--- src/wiper_link_pkg.sv ---
// Shared constants of the serial wiper load link and both of its ends
// Summary of operation
// - Eight-bit word per frame, most significant first
// - Select low: sample serial_in each rising clock
// - Select rising copies shift word to wiper
// - Surplus bits push out earliest; last eight kept
// - serial_out repeats previous frame, eight bits late
// - serial_out open drain; pull-up supplied externally
// - Two-device chain: sixteen bits, far first
// - Host holds select low through all bits
// - Host slows serial clock when chained
// - Optional double select pulse for gated updates
// - Wiper code picks one of 256 taps
package wiper_link_pkg;
  localparam int         WORD_BITS      = 8;
  localparam int         CHAIN_BITS     = 16;
  localparam int         TAP_COUNT      = 256;
  localparam logic [7:0] WIPER_RESET    = 8'h00;
  localparam logic [7:0] SHIFT_RESET    = 8'h00;
  localparam int         MCLK_PERIOD_NS = 100;
  localparam int         HALF_FAST_NS   = 200;
  localparam int         HALF_SLOW_NS   = 400;
  localparam int         CS_GAP_NS      = 400;
  localparam logic [3:0] HALF_FAST      = 4'((HALF_FAST_NS + MCLK_PERIOD_NS - 1) / MCLK_PERIOD_NS);
  localparam logic [3:0] HALF_SLOW      = 4'((HALF_SLOW_NS + MCLK_PERIOD_NS - 1) / MCLK_PERIOD_NS);
  localparam logic [3:0] CS_GAP         = 4'((CS_GAP_NS + MCLK_PERIOD_NS - 1) / MCLK_PERIOD_NS);
  localparam logic [4:0] BITS_SINGLE    = 5'd8;
  localparam logic [4:0] BITS_CHAIN     = 5'd16;
endpackage

--- src/wiper_link_if.sv ---
// Four-wire link with open-drain return line
`timescale 1ns/10ps
`default_nettype none
interface wiper_link_if;
  logic cs_n;
  logic sclk;
  logic serial_in;
  logic sdo_o;
  logic sdo_oe;
  wire  serial_out;

  // Released line is held high by the pull-up
  assign serial_out = sdo_oe ? sdo_o : 1'b1;

  modport host (output cs_n, output sclk, output serial_in, input serial_out);
  modport dev  (input cs_n, input sclk, input serial_in, output sdo_o, output sdo_oe);
endinterface
`default_nettype wire

--- src/wiper_host.sv ---
// Host end: frames one or two wiper words onto the link
`timescale 1ns/10ps
`default_nettype none
module wiper_host
  import wiper_link_pkg::*;
(
  input  wire logic        MCLK,    // Core clock
  input  wire logic        RESET,   // Async reset, active high
  wiper_link_if.host       LINK,    // Serial link pins
  input  wire logic        START,   // Begin a frame, pulse
  input  wire logic [15:0] WORD,    // Chain: far in [15:8]; single: [7:0]
  input  wire logic        CHAIN,   // 1: sixteen bits for two devices
  input  wire logic        DOUBLE,  // 1: issue select as two pulses
  output logic             BUSY,    // Frame in progress
  output logic             DONE     // One-cycle pulse at end
);
  typedef enum logic [6:0] {
    IDLE  = 7'b0000001,
    LEAD  = 7'b0000010,
    HIGH  = 7'b0000100,
    LOW   = 7'b0001000,
    TAIL  = 7'b0010000,
    GAP   = 7'b0100000,
    PULSE = 7'b1000000
  } host_e;

  typedef struct packed {
    host_e       state;
    logic [15:0] shift;
    logic [4:0]  bits;
    logic [3:0]  timer;
    logic [3:0]  half;
    logic        dbl;
    logic        second;
    logic        cs_n;
    logic        sclk;
    logic        serial_in;
    logic        done;
  } host_s;

  host_s st;
  host_s next_st;

  always_comb begin
    next_st      = st;
    next_st.done = 1'b0;
    if (st.timer != 4'h0) begin
      next_st.timer = st.timer - 4'h1;
    end
    unique case (st.state)
      IDLE: begin
        if (START) begin
          next_st.shift  = CHAIN ? WORD : {WORD[7:0], 8'h00};
          next_st.bits   = CHAIN ? BITS_CHAIN : BITS_SINGLE;
          next_st.half   = CHAIN ? HALF_SLOW : HALF_FAST;
          next_st.timer  = (CHAIN ? HALF_SLOW : HALF_FAST) - 4'h1;
          next_st.dbl    = DOUBLE;
          next_st.second = 1'b0;
          next_st.cs_n   = 1'b0;
          next_st.serial_in    = CHAIN ? WORD[15] : WORD[7];
          next_st.state  = LEAD;
        end
      end
      LEAD, LOW: begin
        if (st.timer == 4'h0) begin
          next_st.sclk  = 1'b1;
          next_st.timer = st.half - 4'h1;
          next_st.state = HIGH;
        end
      end
      HIGH: begin
        if (st.timer == 4'h0) begin
          next_st.sclk  = 1'b0;
          next_st.timer = st.half - 4'h1;
          next_st.bits  = st.bits - 5'd1;
          if (st.bits == 5'd1) begin
            next_st.state = TAIL;
          end else begin
            next_st.shift = {st.shift[14:0], 1'b0};
            next_st.serial_in   = st.shift[14];
            next_st.state = LOW;
          end
        end
      end
      TAIL: begin
        if (st.timer == 4'h0) begin
          next_st.cs_n  = 1'b1;
          next_st.timer = CS_GAP - 4'h1;
          next_st.state = GAP;
        end
      end
      GAP: begin
        if (st.timer == 4'h0) begin
          if (st.dbl && !st.second) begin
            next_st.second = 1'b1;
            next_st.cs_n   = 1'b0;
            next_st.timer  = CS_GAP - 4'h1;
            next_st.state  = PULSE;
          end else begin
            next_st.done  = 1'b1;
            next_st.state = IDLE;
          end
        end
      end
      PULSE: begin
        if (st.timer == 4'h0) begin
          next_st.cs_n  = 1'b1;
          next_st.timer = CS_GAP - 4'h1;
          next_st.state = GAP;
        end
      end
      default: begin
        next_st.state = IDLE;
        next_st.cs_n  = 1'b1;
        next_st.sclk  = 1'b0;
      end
    endcase
  end

  always_ff @(posedge MCLK or posedge RESET) begin
    if (RESET) begin
      st <= '{state: IDLE, shift: 16'h0000, bits: 5'd0, timer: 4'h0, half: 4'h0,
              dbl: 1'b0, second: 1'b0, cs_n: 1'b1, sclk: 1'b0, serial_in: 1'b0, done: 1'b0};
    end else begin
      st <= next_st;
    end
  end

  assign LINK.cs_n = st.cs_n;
  assign LINK.sclk = st.sclk;
  assign LINK.serial_in  = st.serial_in;
  assign BUSY      = (st.state != IDLE);
  assign DONE      = st.done;
endmodule
`default_nettype wire

--- src/flat_wrapper.sv ---
// flat-port wrapper written by rule: the top's interface ports become plain ports
module wiper_host_flat import wiper_link_pkg::*;
  (MCLK, RESET, START, WORD, CHAIN, DOUBLE, BUSY, DONE, LINK_cs_n, LINK_sclk, LINK_serial_in);
  wiper_link_if LINK_i ();
  input  wire logic MCLK;
  input  wire logic RESET;
  input  wire logic START;
  input  wire logic [15:0] WORD;
  input  wire logic CHAIN;
  input  wire logic DOUBLE;
  output logic BUSY;
  output logic DONE;
  output wire logic [$bits(LINK_i.cs_n)-1:0] LINK_cs_n;
  output wire logic [$bits(LINK_i.sclk)-1:0] LINK_sclk;
  output wire logic [$bits(LINK_i.serial_in)-1:0] LINK_serial_in;
  assign LINK_cs_n = LINK_i.cs_n;
  assign LINK_sclk = LINK_i.sclk;
  assign LINK_serial_in = LINK_i.serial_in;
  wiper_host u_core (.MCLK(MCLK), .RESET(RESET), .LINK(LINK_i), .START(START), .WORD(WORD), .CHAIN(CHAIN), .DOUBLE(DOUBLE), .BUSY(BUSY), .DONE(DONE));
endmodule
--- config.mk ---
export PLATFORM = sky130hd
export DESIGN_NAME = wiper_host_flat
export DESIGN_NICKNAME = d
export VERILOG_FILES = /design/src/wiper_link_pkg.sv /design/src/wiper_link_if.sv /design/src/wiper_host.sv /design/src/flat_wrapper.sv
export SDC_FILE = /design/constraint.sdc
export NUM_CORES = 1
export LEC_CHECK = 0
export BUFFER_PORTS_ARGS = -buffer_cell sky130_fd_sc_hd__buf_2
export CAP_MARGIN = 25
export CORE_ASPECT_RATIO = 1.2
export CORE_MARGIN = 2
export CORE_UTILIZATION = 40
export DETAILED_ROUTE_END_ITERATION = 16
export GPL_TIMING_DRIVEN = 1
export PLACE_DENSITY_LB_ADDON = 0.2
export SYNTH_ARGS = -nofsm -noshare
export SYNTH_HDL_FRONTEND = slang
export SYNTH_SLANG_ARGS = --single-unit
--- constraint.sdc ---
create_clock -name MCLK -period 2.5 [get_ports MCLK]
set_clock_uncertainty 0.05 [all_clocks]
set_input_delay 0.5 -clock MCLK [delete_from_list [all_inputs] [get_ports MCLK]]
set_output_delay 0.5 -clock MCLK [all_outputs]
set_load 0.03 [all_outputs]
Word level (Yosys, flattened, before mapping)
Index checks and enable logic that the tools add are counted.

Bits in latches: 0. Output and inout bits: 5. Logic and storage cells: 83. Memory bits (writable): 0. Bits of input ports: 21. Register bits: 41. ROM bits: 0. Memories: 0.

Shift-type cells: 0. Equality and inequality tests: 16. Magnitude comparators: 0. $add $sub $neg: 4. Mux-type cells: 33. Reduce and logical (&&, ||, !) cells: 17. $mul: 0. Bitwise gates (word level): 2. Divide/modulo/power cells: 0.

Operators by type and width (count): 20-bit case mux with 2 select lines (1); 39-bit two-way mux (1); 7-bit case mux with 5 select lines (1); 16-bit two-way mux (2); 32-bit two-way mux (1); 7-bit two-way mux (4); 4-bit two-way mux (5); 4-bit case mux with 5 select lines (1); 4-bit by 1-bit subtractor with 4-bit output, second input constant (3); 5-bit two-way mux (2); 2-bit by 1-bit inequality test with 1-bit output, second input constant (5); 5-bit AND reduction (2); 4-bit AND reduction (2); 7-bit by 1-bit equality test with 1-bit output, second input constant (1); 7-bit by 2-bit equality test with 1-bit output, second input constant (1); 7-bit by 3-bit equality test with 1-bit output, second input constant (1); 7-bit by 4-bit equality test with 1-bit output, second input constant (1); 7-bit by 5-bit equality test with 1-bit output, second input constant (1); 7-bit by 6-bit equality test with 1-bit output, second input constant (1); 7-bit equality test, second input constant (1); 1-bit two-way mux (7); 7-bit by 1-bit inequality test with 1-bit output, second input constant (1); 2-bit two-way mux (3); 3-bit AND reduction (2); 17 further kinds (22).

Depth between registers and ports, before layout
Gate-level depths: netlist (run 1).

Depth in word-level cells: 5. Depth in mapped cells: 8.

Worst setup path before layout (run 1)
OpenSTA, ideal clock, no wires.

Path type: flip-flop to flip-flop. Start point: register u_core.st[10] (netlist bit). End point: register u_core.st, in the netlist u_core.LINK.serial_in. Cell stages (with the launch flop): 9. Path buffers: 1. Arrival time: 2.104 ns. Required time: 2.325 ns. Setup slack: 0.221 ns. Cell sequence: dfrtp_1 -> inv_1 -> ha_1 -> nor3b_2 -> nand2_1 -> o21a_1 -> nor2_2 -> buf_4 -> mux2_2.

Longest elaborated chain between the ends: 3.

RTL lines: from (decl) (RTL line wiper_host.sv:41) `host_s st;`; from (signal assigned) (RTL line wiper_host.sv:122) `st <= '{state: IDLE, shift: 16'h0000, bits: 5'd0, timer: 4'h0, half: 4'h0,`; from (signal assigned) (RTL line wiper_host.sv:125) `st <= next_st;`; 4-bit zero test (RTL line wiper_host.sv:72) `if (st.timer == 4'h0) begin`; 2-bit by 1-bit inequality test with 1-bit output (no source line); 4-bit AND reduction (no source line).

No other way between the ends. A chain may end at the register's enable or synchronous reset.

==> flow_metrics.env, run 1 <==
export IMPL_status="completed"
export IMPL_place_ws_ps=209.4
export IMPL_grt_max_degree=40
export IMPL_finalCritPeriodShare_pct=95.22
export IMPL_hold_viol_final=0
export IMPL_via_count=2010
export IMPL_rows=30
export IMPL_avgSynthCellArea_um2=9.154
export IMPL_cts_num_sinks=39
export IMPL_dpl_hpwl_um=3894
export IMPL_p_sw_share_pct=39.75
export IMPL_yosys_warnings=0
export IMPL_grt_pass1_vias=1858
export IMPL_clk_pin_slew_ps=80
export IMPL_crit_required_ps=2630
export IMPL_htree_levels=2
export IMPL_post_route_drc_count=0
export IMPL_clock_root_buffer="clkbuf_8"
export IMPL_die_h_um=87.36
export IMPL_cp_slowest_stage_delay_ps=580
export IMPL_max_freq_mhz=420.1
export IMPL_setup_viol=0
export IMPL_place_congestion=0.8488
export IMPL_synth_most_common_cell="dfrtp_1"
export IMPL_wl_per_cell_um=15.48
export IMPL_end_kind="flip-flop"
export IMPL_ys_top_cells_by_area="dfrtp_1 (40%), mux2_2 (7.8%), nand3_1 (6.9%)"
export IMPL_startpoint_type="flip-flop"
export IMPL_synthTopCellsByCount="dfrtp_1 (37), nand3_1 (32), nand2_1 (23), o21ai_0 (20), mux2_2 (16)"
export IMPL_cap_violations=0
export IMPL_antenna_found_initial=0
export IMPL_viasPerCell=5.726
export IMPL_drive_gt1_share_pct=28.22
export IMPL_syn_cell_area_um2=2316
export IMPL_coreArea_um2=5630
export IMPL_crit_arrival_ps=2510
export IMPL_cp_cell_sequence="buf_4 -> or4_1 -> or4_4 -> nand3_1 -> o21ai_0 -> a221o_1"
export IMPL_period_needed_ps=2381
export IMPL_clk_latency_ps=290
export IMPL_critPathKind="flip-flop to flip-flop"
export IMPL_port_buffers=25
export IMPL_cts_tree="done"
export IMPL_firstDrtPassIters=4
export IMPL_path_max_fanout=8
export IMPL_rsz0062_at_grt="no"
export IMPL_diodes=0
export IMPL_wirelength_um=5432
export IMPL_ys_types=50
export IMPL_holdBufCountCts=0
export IMPL_yosysTopAreaCell="dfrtp_1"
export IMPL_dieArea_um2=6417
export IMPL_cts_buffers=5
export IMPL_async_flop_share_pct=100.0
export IMPL_p_int_mw=1.631
export IMPL_p_sw_mw=1.076
export IMPL_syn_inst=253
export IMPL_worst_pin_slew_ps=638.1
export IMPL_synthesis_nets=279
export IMPL_power_frac_comb_pct=46.9
export IMPL_synth_top_cell_area_share_pct=39.98
export IMPL_syn_to_final_growth_pct=15.61
export IMPL_ant_nets=0
export IMPL_pwr_share_seq_pct=37.5
export IMPL_synth_seq_area_share_pct=42.25
export IMPL_p_total_mw=2.706
export IMPL_relSlewSlack_pct=57.37
export IMPL_power_density_nw_per_um2=1011
export IMPL_drt_iter0_markers=143
export IMPL_track_usage_pct=17.85
export IMPL_slowest_stage="or4_1"
export IMPL_ys_seq_elements=39
export IMPL_num_nets_final=312
export IMPL_ios=26
export IMPL_overflow=0
export IMPL_tns_ps=0
export IMPL_clk_path_buf_depth=2
export IMPL_clkPwrFrac_pct=15.6
export IMPL_setup_ws_ps=119.5
export IMPL_synthFlopType="dfrtp_1"
export IMPL_synth_edff_count=0
export IMPL_grt_first_pass_wirelength_um=8921
export IMPL_power_leakage_nw=1.259
export IMPL_dieWidth_um=73.46
export IMPL_hold_path_class="primary input to async pin"
export IMPL_ir_drop_v=0.0003377
export IMPL_slew_violations=0
export IMPL_start_util_pct=41.13
==> critical path: cells and delay by family, from the launching register on <==
kind / cells / cell delay [ps]
flip-flops: 1 / 380
AND/OR/NAND/NOR: 3 / 1220
AO/OA/AOI/OAI: 2 / 450
buffers and inverters: 1 / 160
==> kinds of logic after synthesis <==
kind of cell / synth area share (%)
simple gates: 21.99
compound gates: 16.80
flops: 42.25
buf+inv: 5.672
mux: 9.076
fa+ha+maj: 2.701
xor+xnor: 1.513
==> routing by layer <==
layer | up-vias | track usage (%) | wire length [um]
li1 | 980 | - | -
met1 | 971 | 23.69 | 2451
met2 | 45 | 28.25 | 2694
met3 | 14 | 3.241 | 162
met4 | 0 | 7.769 | 125
met5 | - | 0 | 0
==> power groups by stage <==
stage / clock, mW / sequential (mW) / combinational [mW]
4_1_cts: 0.440 / 1.02 / 1.26
6_report: 0.423 / 1.02 / 1.27
3_3_place_gp: 0 / 1.04 / 1.22
2_1_floorplan: 0 / 1.00 / 0.927
3_5_place_dp: 0 / 1.04 / 1.22
5_1_grt: 0.470 / 1.05 / 1.39
==> layout by cell type, fill, tap and decap left out, types with 3 or more instances in the layout <==
cell      netlist  layout
nand2_1        23      23
a22o_1          7       7
buf_2           3      25
o22ai_1         4       4
xor2_1          4       4
dfrtp_2         0       3
dfrtp_1        37      34
buf_4           2      16
clkbuf_8        0       5
nand3_1        32      32
mux2i_1         3       3
a31oi_1         3       3
or3_1           3       3
ha_1            5       5
inv_1          14      14
nor3_1          7       7
mux2_2         16      16
nor2b_1         3       3
nor2_1         13      12
and3_1          3       3
o21ai_0        20      20
a21oi_1         6       6
==> area by class of cell <==
class,count,area [um^2]
fillers,560,2953
clock buffers,6,72.57
flip-flops and latches,39,982.2
multi-input cells,184,1212
repair buffers,42,265.3
clock inverters,2,12.51
inverters,14,52.55
well taps,64,80.08
==> stage by stage <==
stage | hold slack [ps] | std cells | instance area (um^2) | util, %
CTS | 277.1 | 346 | 2633 | 46.76
finish | 260.4 | 351 | 2678 | 47.56
detailed placement | 446.4 | 337 | 2537 | 45.07
global placement | 439.0 | 337 | 2537 | 45.07
floorplan | 420.3 | 253 | 2316 | -
global route | 298.0 | 351 | 2678 | 47.56
==> what timing repair did <==
item | 4_1_cts | 5_1_grt
buffers inserted | 1 | 5
resized for setup | 2 | 3
endpoints found under the setup margin | 1 | 1
==> final timing paths <==
check                              startpoint            end  slack, ps  cells past startpoint
min in group MCLK                      DOUBLE   u_core.st[5]        380                      2
worst min register to register  u_core.st[25]  u_core.st[25]        460                      1
worst max-delay path            u_core.st[35]  u_core.st[10]        120                      6
worst max register to register  u_core.st[35]  u_core.st[10]        120                      6
max in group asynchronous               RESET  u_core.st[39]       1760                      3
worst min-delay path                    RESET  u_core.st[11]        260                      3
==> flip-flops by register name, summed over array words and instances, names as in the netlist <==
signal                 count
u_core.st                 35
u_core.DONE                1
u_core.LINK.cs_n           1
u_core.LINK.sclk           1
u_core.LINK.serial_in      1
(Power assumes the default switching activity.)
==> inputs of run 2 (changes only) <==
--- a/config.mk
+++ b/config.mk
@@ -9,7 +9,7 @@
 export CAP_MARGIN = 25
 export CORE_ASPECT_RATIO = 1.2
 export CORE_MARGIN = 2
-export CORE_UTILIZATION = 40
+export CORE_UTILIZATION = 56
 export DETAILED_ROUTE_END_ITERATION = 16
 export GPL_TIMING_DRIVEN = 1
 export PLACE_DENSITY_LB_ADDON = 0.2
==> run 2 against run 1 <==
First-iteration DRC count fell by 9.8%. Final area fell by 0.23%. Power rose by 3.2%.
==> flow_metrics.env, run 2 (synthesized netlist as in run 1, its figures left out) <==
export IMPL_status="completed"
export IMPL_fill_cells=339
export IMPL_rsz0062_at_grt="no"
export IMPL_cap_violations=0
export IMPL_finalCritPeriodShare_pct=97.68
export IMPL_cts_num_sinks=39
export IMPL_dpl_hpwl_um=3829
export IMPL_p_sw_mw=1.072
export IMPL_power_frac_comb_pct=45.5
export IMPL_clkPwrFrac_pct=18.3
export IMPL_dieWidth_um=62.71
export IMPL_firstDrtPassIters=4
export IMPL_wl_per_cell_um=16.04
export IMPL_clock_root_buffer="clkbuf_8"
export IMPL_path_buf_inv=2
export IMPL_grt_max_degree=40
export IMPL_p_total_mw=2.794
export IMPL_startpoint_type="flip-flop"
export IMPL_max_freq_mhz=409.5
export IMPL_power_density_nw_per_um2=1046
export IMPL_ios=26
export IMPL_finalNonFillerCells=339
export IMPL_place_congestion=0.8819
export IMPL_drt_iter0_markers=129
export IMPL_slowest_stage="or4b_2"
export IMPL_wirelength_um=5437
export IMPL_slew_violations=0
export IMPL_coreArea_um2=3941
export IMPL_top_register="u_core.st"
export IMPL_pwr_share_seq_pct=36.2
export IMPL_largest_reg_flops=35
export IMPL_rows=25
export IMPL_cts_buffers=5
export IMPL_dp_cells=326
export IMPL_relSlewSlack_pct=60.36
export IMPL_grt_first_pass_wirelength_um=8949
export IMPL_cp_slowest_stage_delay_ps=640
export IMPL_worst_pin_slew_ps=593.4
export IMPL_via_count=2023
export IMPL_place_ws_ps=253.5
export IMPL_clk_pin_slew_ps=80
export IMPL_syn_to_final_growth_pct=15.34
export IMPL_p_int_mw=1.722
export IMPL_num_nets_final=311
export IMPL_setup_ws_ps=57.99
export IMPL_port_buffers=25
export IMPL_crit_required_ps=1950
export IMPL_cp_cell_sequence="or4b_2 -> nor2_2 -> inv_1 -> buf_2"
export IMPL_htree_levels=2
export IMPL_path_max_fanout=4
export IMPL_critPathKind="flip-flop to output pin"
export IMPL_track_usage_pct=24.54
export IMPL_die_h_um=74.45
export IMPL_layout_commonest_cell="dfrtp_1"
export IMPL_overflow=0
export IMPL_diodes=0
export IMPL_cpLargestDelayFamily="simple AND/OR/NAND/NOR gates"
export IMPL_clk_latency_ps=290
export IMPL_cts_tree="done"
export IMPL_hold_path_class="primary input to async pin"
export IMPL_ir_drop_v=0.0005139
export IMPL_period_needed_ps=2442
export IMPL_drive_gt1_share_pct=27.72
export IMPL_p_sw_share_pct=38.36
export IMPL_power_leakage_nw=1.263
export IMPL_holdBufCountCts=0
export IMPL_post_route_drc_count=0
export IMPL_hold_viol_final=0
export IMPL_clk_path_buf_depth=2
export IMPL_ant_nets=0
export IMPL_tns_ps=0
export IMPL_setup_viol=0
export IMPL_viasPerCell=5.968
export IMPL_whs_ps=263.4
export IMPL_crit_arrival_ps=1890
export IMPL_final_cell_mix="dfrtp_1 (34), nand3_1 (32), buf_2 (25)"
export IMPL_dieArea_um2=4668
export IMPL_grt_pass1_vias=1953
export IMPL_antenna_found_initial=0
export IMPL_end_kind="output pin"
export IMPL_start_util_pct=58.76
## run 2: what timing repair did
item / 4_1_cts / 5_1_grt
buffers inserted: 1 / 5
endpoints found under the setup margin: 1 / 1
gates resized for setup: 2 / 2
## run 2: power by group through the flow
stage	clock network [mW]	logic (mW)	registers, mW
6_report	0.511	1.27	1.01
5_1_grt	0.552	1.40	1.04
4_1_cts	0.521	1.27	1.01
3_5_place_dp	0	1.24	1.03
3_3_place_gp	0	1.21	1.02
2_1_floorplan	0	0.927	1.00
## run 2: metal layers
metal | vias up | share of wire, % | track usage, %
li1 | 976 | - | -
met1 | 971 | 41 | 29.95
met2 | 62 | 51 | 43.25
met3 | 14 | 4.9 | 4.690
met4 | 0 | 2.7 | 10.37
met5 | - | 0 | 0
## run 2: final timing paths
check / start / cells after the start / to / slack, ps
max: u_core.st[35] / 4 / BUSY / 60
min: RESET / 3 / u_core.st[13] / 260
max reg2reg: u_core.st[39] / 6 / u_core.st[11] / 170
min reg2reg: u_core.st[30] / 1 / u_core.st[30] / 460
max in group asynchronous: RESET / 3 / u_core.st[41] / 1730
min in group MCLK: DOUBLE / 2 / u_core.st[5] / 390
## run 2: through the flow
stage | instance area, um^2 | utilization [%]
after detailed placement | 2517 | 63.87
final | 2671 | 67.78
after floorplan | 2316 | -
after CTS | 2630 | 66.73
after global routing | 2671 | 67.78
after global placement | 2517 | 63.87
## run 2: area by class of cell
class	count	area, um^2	share of cell area (%)
repair buffers	41	257.7	9.649
inverters	14	52.55	1.967
clock inverters	1	30.03	1.124
flip-flops and latches	39	982.2	36.77
clock buffers	6	72.57	2.717
well taps	54	67.56	2.529
multi-input cells	184	1209	45.25
## run 2: tightest hold or removal path, delay by kind of cell
| family | cells | cell delay [ps] |
|---|---|---|
| buf+inv | 3 | 560 |
